<file path="config.mk">
export PLATFORM = sky130hd
export DESIGN_NAME = mpd_top
export DESIGN_NICKNAME = d
export VERILOG_FILES = /design/src/mpd_pkg.sv /design/src/mpd_top.sv
export SDC_FILE = /design/constraint.sdc
export NUM_CORES = 1
export LEC_CHECK = 0
export BUFFER_PORTS_ARGS = -buffer_cell sky130_fd_sc_hd__buf_2
export CAP_MARGIN = 20
export CORE_MARGIN = 5
export CORE_UTILIZATION = 43
export CTS_CLUSTER_DIAMETER = 150
export DETAILED_ROUTE_END_ITERATION = 8
export MAX_ROUTING_LAYER = met4
export PLACE_DENSITY = 0.7
export SYNTH_ARGS = -nofsm -noshare
export SYNTH_HDL_FRONTEND = slang
export SYNTH_SLANG_ARGS = --single-unit
</file>
<file path="constraint.sdc">
create_clock -name hclk -period 5.75 [get_ports hclk]
set_input_delay 0 -clock hclk [delete_from_list [all_inputs] [get_ports hclk]]
set_output_delay 0 -clock hclk [all_outputs]
set_load 0.01 [all_outputs]
</file>
<file path="src/mpd_pkg.sv">
// constants for the multiphase divider with pseudorandom spread modulation
// assumes hclk runs at twice the master oscillator rate (one hclk edge per master half period)
package mpd_pkg;
   // three-level select codes from the analog level detectors
   localparam logic [1:0] LVL_LOW   = 2'h0;
   localparam logic [1:0] LVL_MID   = 2'h1;
   localparam logic [1:0] LVL_HIGH  = 2'h2;

   // divider ratios, counted in hclk cycles (master half periods) per divider output half period
   localparam logic [6:0] DIV_BY1   = 7'h01;
   localparam logic [6:0] DIV_BY10  = 7'h0a;
   localparam logic [6:0] DIV_BY100 = 7'h64;

   // hclk cycles per master oscillator period
   localparam int unsigned HCLK_PER_MASTER = 2;
   localparam int unsigned MOD_DIV_MASTER  = 3200;
   localparam int unsigned MOD_STEP_HCLK   = MOD_DIV_MASTER * HCLK_PER_MASTER;

   // sequence generator
   localparam int unsigned LFSR_W       = 9;
   localparam int unsigned CODE_W       = 7;
   localparam int unsigned LFSR_TAP_HI  = 8;
   localparam int unsigned LFSR_TAP_LO  = 4;
   localparam logic [8:0]  LFSR_SEED    = 9'h001;

   // register map
   localparam logic [7:0]  ADDR_CTRL    = 8'h00;
   localparam logic [7:0]  ADDR_STATUS  = 8'h04;
   localparam logic        CTRL_RESET   = 1'h1;
   localparam int unsigned CTRL_SPREAD_BIT = 0;
   localparam int unsigned ST_DIV_LSB   = 0;
   localparam int unsigned ST_PH_LSB    = 4;
   localparam int unsigned ST_SLEW_BIT  = 8;
   localparam int unsigned ST_MOD_BIT   = 9;
   localparam int unsigned ST_CODE_LSB  = 16;

   typedef enum logic [2:0] {
      MPD_DIV1   = 3'b001,
      MPD_DIV10  = 3'b010,
      MPD_DIV100 = 3'b100
   } mpd_div_t;

   typedef enum logic [2:0] {
      MPD_PH2 = 3'b001,
      MPD_PH3 = 3'b010,
      MPD_PH4 = 3'b100
   } mpd_ph_t;
endpackage : mpd_pkg

</file>
<file path="src/mpd_top.sv">
// divider, multiphase generator and spread-modulation sequencer with an ahb-lite register slave
// assumes select levels arrive already decoded and synchronous to hclk; hclk is twice the master rate
//
// Overview of operation
// - master clock divided by 1, 10 or 100 per divider select, feeding the phase generator
// - low divider select: ratio one, master clock forwarded unchanged
// - floating or middle divider select: divide by ten
// - high divider select: divide by one hundred
// - phase select low, middle, high gives 2-, 3-, 4-phase mode
// - 2-phase: 50% duty outputs, second output exact inverse of first
// - 2-phase: third output copies first, fourth copies second
// - 2-phase: no further division, output rate equals divider rate
// - 3-phase: first three outputs one-third duty, fourth held low
// - 3-phase: shift register, each output lags previous by 120 degrees
// - 3-phase: output rate is divider rate over three
// - 4-phase: all 50% duty, each output lags previous by 90 degrees
// - 4-phase: flip-flops generate outputs at divider rate over four
// - slew limiting asserted for ratio ten or hundred, released at ratio one
// - modulation sequence from a nine-bit linear feedback shift register
// - sequence repeats after 512 shift-register clocks
// - low seven register bits go to the dac, updated every shift clock
// - shift register clocked every 3200 master clock periods
// - grounded modulation control disables spreading and stops the sequencer
// - down spread only; zero code gives maximum frequency
`timescale 1ns/1ps
`default_nettype none
module mpd_top
   import mpd_pkg::*;
#(
   parameter int unsigned MOD_STEP_CYCLES = MOD_STEP_HCLK
) (
   input  wire logic              hclk,
   input  wire logic              hresetn,
   input  wire logic              hsel,
   input  wire logic [31:0]       haddr,
   input  wire logic [1:0]        htrans,
   input  wire logic              hwrite,
   input  wire logic [2:0]        hsize,
   input  wire logic [31:0]       hwdata,
   input  wire logic              hready,
   output logic                   hreadyout,
   output logic                   hresp,
   output logic [31:0]            hrdata,
   input  wire logic [1:0]        divider_select,
   input  wire logic [1:0]        phase_select,
   input  wire logic              modulation_control,
   output logic                   phase_out_a,
   output logic                   phase_out_b,
   output logic                   phase_out_c,
   output logic                   phase_out_d,
   output logic                   slew_limit,
   output logic [CODE_W-1:0]      modulation_code
);
   localparam int unsigned STEP_W = $clog2(MOD_STEP_CYCLES);

   if (MOD_STEP_CYCLES < 2) begin : g_chk
      $error("MOD_STEP_CYCLES must be at least 2");
   end

   typedef struct packed {
      mpd_div_t            div_mode;
      mpd_ph_t             ph_mode;
      logic [6:0]          div_cnt;
      logic                div_clk;
      logic [3:0]          ph_sr;
      logic [3:0]          outs;
      logic                slew;
      logic [STEP_W-1:0]   step_cnt;
      logic [LFSR_W-1:0]   lfsr;
      logic [CODE_W-1:0]   code;
      logic                spread_en;
      logic                wr_pend;
      logic [31:0]         rdata;
   } mpd_state_t;

   mpd_state_t st_r;
   mpd_state_t st_nxt;

   function automatic mpd_div_t mpd_dec_div(input logic [1:0] lvl);
      case (lvl)
         LVL_LOW:  mpd_dec_div = MPD_DIV1;
         LVL_HIGH: mpd_dec_div = MPD_DIV100;
         default:  mpd_dec_div = MPD_DIV10;
      endcase
   endfunction : mpd_dec_div

   function automatic mpd_ph_t mpd_dec_ph(input logic [1:0] lvl);
      case (lvl)
         LVL_LOW:  mpd_dec_ph = MPD_PH2;
         LVL_HIGH: mpd_dec_ph = MPD_PH4;
         default:  mpd_dec_ph = MPD_PH3;
      endcase
   endfunction : mpd_dec_ph

   logic [6:0]        div_n;
   logic              tick;
   logic              rise;
   logic              mod_on;
   logic [LFSR_W-1:0] lfsr_adv;
   logic              addr_ok;
   logic [31:0]       status_w;

   always_comb begin
      st_nxt = st_r;
      // undefined level code 2'b11 is read as floating
      st_nxt.div_mode = mpd_dec_div(divider_select);
      st_nxt.ph_mode  = mpd_dec_ph(phase_select);

      case (st_r.div_mode)
         MPD_DIV1:   div_n = DIV_BY1;
         MPD_DIV10:  div_n = DIV_BY10;
         MPD_DIV100: div_n = DIV_BY100;
         default:    div_n = DIV_BY10;
      endcase

      // each tick is one half period of the divider output
      tick = (st_r.div_cnt == div_n - 7'h01);
      rise = tick && !st_r.div_clk;
      if (st_nxt.div_mode != st_r.div_mode) begin
         st_nxt.div_cnt = 7'h00;
      end else if (tick) begin
         st_nxt.div_cnt = 7'h00;
      end else begin
         st_nxt.div_cnt = st_r.div_cnt + 7'h01;
      end
      if (tick) begin
         st_nxt.div_clk = !st_r.div_clk;
      end

      // mode change restarts the pattern so no illegal phase state survives
      if (st_nxt.ph_mode != st_r.ph_mode) begin
         st_nxt.ph_sr = (st_nxt.ph_mode == MPD_PH3) ? 4'h1 : 4'h0;
      end else begin
         case (st_r.ph_mode)
            MPD_PH3: begin
               if (rise) begin
                  st_nxt.ph_sr = {1'b0, st_r.ph_sr[1:0], st_r.ph_sr[2]};
               end
            end
            MPD_PH4: begin
               // two-stage johnson stepped on each divider rise: four steps per period, 90 degrees each
               if (rise) begin
                  st_nxt.ph_sr = {2'b00, st_r.ph_sr[0], !st_r.ph_sr[1]};
               end
            end
            default: st_nxt.ph_sr = 4'h0;
         endcase
      end

      case (st_nxt.ph_mode)
         MPD_PH2: st_nxt.outs = {!st_nxt.div_clk, st_nxt.div_clk,
                                 !st_nxt.div_clk, st_nxt.div_clk};
         MPD_PH3: st_nxt.outs = {1'b0, st_nxt.ph_sr[2:0]};
         MPD_PH4: st_nxt.outs = {!st_nxt.ph_sr[1], !st_nxt.ph_sr[0],
                                 st_nxt.ph_sr[1:0]};
         default: st_nxt.outs = 4'h0;
      endcase

      st_nxt.slew = (st_nxt.div_mode != MPD_DIV1);

      // de bruijn fix-up makes the zero state part of the loop: 512 states, no lock-up
      lfsr_adv = {st_r.lfsr[LFSR_W-2:0],
                  st_r.lfsr[LFSR_TAP_HI] ^ st_r.lfsr[LFSR_TAP_LO]
                  ^ (st_r.lfsr[LFSR_W-2:0] == 8'h00)};
      mod_on = modulation_control && st_r.spread_en;
      if (!mod_on) begin
         st_nxt.step_cnt = '0;
         st_nxt.lfsr     = LFSR_SEED;
         st_nxt.code     = '0;
      end else if (st_r.step_cnt == STEP_W'(MOD_STEP_CYCLES - 1)) begin
         st_nxt.step_cnt = '0;
         st_nxt.lfsr     = lfsr_adv;
         st_nxt.code     = lfsr_adv[CODE_W-1:0];
      end else begin
         st_nxt.step_cnt = st_r.step_cnt + STEP_W'(1);
      end

      status_w = 32'h0;
      status_w[ST_DIV_LSB +: 3]      = st_r.div_mode;
      status_w[ST_PH_LSB +: 3]       = st_r.ph_mode;
      status_w[ST_SLEW_BIT]          = st_r.slew;
      status_w[ST_MOD_BIT]           = mod_on;
      status_w[ST_CODE_LSB +: CODE_W] = st_r.code;

      // zero-wait slave; read data latched at the address phase
      addr_ok = hsel && hready && htrans[1];
      if (st_r.wr_pend) begin
         st_nxt.spread_en = hwdata[CTRL_SPREAD_BIT];
      end
      st_nxt.wr_pend = addr_ok && hwrite && (haddr[7:0] == ADDR_CTRL) && (haddr[31:8] == 24'h0);
      if (addr_ok && !hwrite) begin
         if (haddr[31:8] != 24'h0) begin
            st_nxt.rdata = 32'h0;
         end else if (haddr[7:0] == ADDR_CTRL) begin
            st_nxt.rdata = {31'h0, st_r.spread_en};
         end else if (haddr[7:0] == ADDR_STATUS) begin
            st_nxt.rdata = status_w;
         end else begin
            st_nxt.rdata = 32'h0;
         end
      end
   end

   always_ff @(posedge hclk or negedge hresetn) begin
      if (!hresetn) begin
         st_r.div_mode  <= MPD_DIV10;
         st_r.ph_mode   <= MPD_PH3;
         st_r.div_cnt   <= 7'h00;
         st_r.div_clk   <= 1'b0;
         st_r.ph_sr     <= 4'h1;
         st_r.outs      <= 4'h0;
         st_r.slew      <= 1'b1;
         st_r.step_cnt  <= '0;
         st_r.lfsr      <= LFSR_SEED;
         st_r.code      <= '0;
         st_r.spread_en <= CTRL_RESET;
         st_r.wr_pend   <= 1'b0;
         st_r.rdata     <= 32'h0;
      end else begin
         st_r <= st_nxt;
      end
   end

   assign hreadyout       = 1'b1;
   assign hresp           = 1'b0;
   assign hrdata          = st_r.rdata;
   assign phase_out_a     = st_r.outs[0];
   assign phase_out_b     = st_r.outs[1];
   assign phase_out_c     = st_r.outs[2];
   assign phase_out_d     = st_r.outs[3];
   assign slew_limit      = st_r.slew;
   assign modulation_code = st_r.code;
endmodule : mpd_top
`default_nettype wire

</file>
==> key figures <==
Setup path
  – Crit-path max cell delay: 0.55 ns
  – Crit path max fanout: 7
  – CP Cell Sequence: xnor2_1 -> or3_1 -> a2111oi_4 -> ha_1 -> nand4b_1 -> o211a_1 -> o311ai_0
  – CP Class: reg2reg
  – Critical Path End Type: flop
  – CP bufs+invs: 0
  – Critical path's slowest cell: a2111oi_4
  – CP top delay family: compound AO/OA/AOI/OAI gates
  – Data arrival time of the worst path: 2.85 ns
  – Worst setup SP type: flop
  – Critical Path RT: a little under 6 ns

Yosys
  – Synth Cell Area: around 0.0032 mm²
  – Dominant cells by area after synthesis: dfrtp_1 44%, buf_4 9.7%, dfstp_2 5.0%, xnor2_1 4.4%, nand3_1 3.6%
  – Synth Warn #: 0
  – #FFs+latches synth: 62
  – Top FF cell, synth: dfrtp_1
  – Top cell type's share of synthesized area: about 44%
  – Sequential share of the synthesized area: 49.1%
  – Average cell area after synthesis: roughly 10 µm²
  – Number of synthesized flops with an enable pin: 0
  – Post-synth top area cell: dfrtp_1
  – Asr flop ratio synth: 100%
  – Cell count after synthesis: 318
  – Netlist cell types: 49

Timing
  – Final Hold Fails: 0
  – F_max: between 300 and 400 MHz
  – Unrepaired setup endpoints after global routing: false
  – WHS: 0.0727 ns
  – Final Max Slew Viols: 0
  – TNS Setup: 0 ns
  – Worst-margin pin slew: 0.901 ns
  – Fin crit share: a little under half
  – Final Setup Violations: 0
  – Post-layout min period: around 2.6 ns
  – Slew Limit Headroom: a little under 40%
  – Clk_skew: a little under 0.008 ns

Final layout
  – Share of cells above drive strength 1: 26.7%
  – Non-Filler Instances: 477
  – Register area: between 0.0015 and 0.002 mm²
  – Syn-to-layout area delta: 16.4%
  – Multi-input logic area: 0.00128 mm²
  – Design area: 0.00370 mm²
  – Ant diodes: 0
  – Final Net Count: 455
  – Filler cell count: 662

Floorplanning
  – Initial core utilization: between 40% and 50%
  – Die area: 0.00921 mm²
  – Die Y: 96.0 µm
  – Width of the chip: 96.0 µm
  – Ports: 125
  – Placeable core area: 0.00721 mm²
  – Rows: 31

Placed design
  – Gp weighted congestion: 0.799
  – DP Area: roughly 0.0034 mm²
  – Detail Placement HPWL: 4.48 mm
  – Port bufs: 70
  – Placed insts: 452

CTS
  – PostCTS Resize Cnt: 0
  – Max Root-Sink Buffers: 2
  – Post-CTS setup buffers: 0
  – Later-pin clock latency in the skew report: roughly 0.34 ns
  – Hold Buf Count CTS: 9
  – CTS tree: done
  – Htree depth: 3
  – TritonCTS Sinks: 62
  – CTS Buf Count: 9
  – Root Driver: clkbuf_8
  – Clock transition at the registers of the reported paths: 0.07 ns

Global route
  – Largest net degree at the start of global routing: 63
  – Vias in the first global route: 2,317
  – Antenna violations before repair: 0
  – Global Route Usage Sum: between 15 and 20%
  – First-pass GRT wire length: ~11 mm
  – Grt total ovfl: 0

Run status
  – Status: finished, final reports clean

Flow run
  – Max Cap Viol: 0

Routing
  – Post-route ant nets: 0
  – Vias: 2,359
  – TritonRoute pass-1 iters: 5
  – Drt via density: 4.95
  – DRT iter0 DRCs: 113
  – Routed length per instance: 13.1 µm
  – # DRC: 0
  – Total wire length: between 6 and 7 mm

Hold path
  – Class of the worst hold path: in2reg

Power and ir drop
  – Pwr dens: roughly 270 mW/mm²
  – Peak VDD IR: 0.000165 V
  – Lkg Pwr: approximately 1.7 nW
cell families after synthesis:
group                      synth area share (%)
AOI/OAI and AO/OA                          9.29
xor gates and xnor gates                   5.51
adders and majority gates                  1.18
buffers and inverters                      12.5
DFF                                        49.1
muxes                                      1.30
other                                     0.236
and+or+nand+nor                            20.9
sequential cells by signal (all words and copies together) (netlist names):
register / flops
phase_out_a: 1
phase_out_c: 1
lfsr_adv: 8
hrdata: 15
phase_out_b: 1
phase_out_d: 1
slew_limit: 1
st_r: 33
modulation_code: 1
per-layer routing:
| layer | vias to the layer above | part of all wire [%] | track usage, % |
|---|---|---|---|
| li1 | 1156 | - | - |
| met1 | 1136 | 43 | 18.1 |
| met2 | 58 | 49 | 24.8 |
| met3 | 9 | 6.5 | 5.55 |
| met4 | 0 | 1.6 | 4.98 |
| met5 | - | 0 | - |
where the power goes:
| part | internal (W) | switching, W |
|---|---|---|
| clock network | 0.000299 | 0.000167 |
| logic | 0.0000335 | 0.0000460 |
| registers | 0.000450 | 0.00000746 |
| total | 0.000782 | 0.000221 |
worst register-to-register path, cell delays in order, from the launching register on:
cell       delay [ns]
dfrtp_1          0.44
xnor2_1          0.15
or3_1            0.35
a2111oi_4        0.55
ha_1             0.37
nand4b_1         0.14
o211a_1          0.16
o311ai_0         0.34
worst paths after layout:
path,startpoint,endpoint,slack [ns],depth (start not counted)
max,st_r[83],phase_out_a,3.12,7
min,haddr[2],hrdata[16],0.07,3
max reg2reg,st_r[83],phase_out_a,3.12,7
min reg2reg,hrdata[17],hrdata[17],0.48,2
max in group asynchronous,hresetn,st_r[75],4.90,3
min in group asynchronous,hresetn,hrdata[19],0.34,3
Yosys cell counts (all sizes together), types with 4 or more instances:
cell / number
a21oi: 5
nor2: 27
dfrtp: 56
inv: 10
a22o: 10
o21ai: 15
nand3: 24
nor3: 10
dfstp: 6
clkbuf: 10
nor4: 12
xor2: 4
nand2: 23
buf: 43
xnor2: 16
cell type report:
cell class,instances,area share (%)
Tap cell,99,3.35
Clock inverter,6,2.94
Timing Repair Buffer,80,12.1
Multi-Input combinational cell,210,34.7
Sequential cell,62,42.2
Inverter,10,1.01
Clock buffer,10,3.72
cell usage in the layout (no fill, tap or decap), types with 5 or more instances in the layout:
cell           count
buf_2             70
dfrtp_1           56
nor2_1            26
nand2_1           23
nand3_1           23
conb_1            19
xnor2_1           16
o21ai_0           15
nor4_1            12
nor3_1            10
inv_1             10
a22o_1            10
clkbuf_8          10
dlygate4sd3_1      9
dfstp_2            6
a21oi_1            5
stage by stage:
| stage | worst slack, ns | utilization, % | total power, W |
|---|---|---|---|
| 6_report | 3.12 | 51.3 | 0.00100 |
| 5_1_grt | 2.94 | 51.3 | 0.00105 |
| 4_1_cts | 3.10 | 51.3 | 0.00102 |
| 3_5_place_dp | 3.13 | 46.6 | 0.000541 |
| 3_3_place_gp | 3.13 | 46.6 | 0.000541 |
| 2_1_floorplan | 3.39 | - | 0.000515 |
No activity file was read; power rests on OpenSTA's default activity.
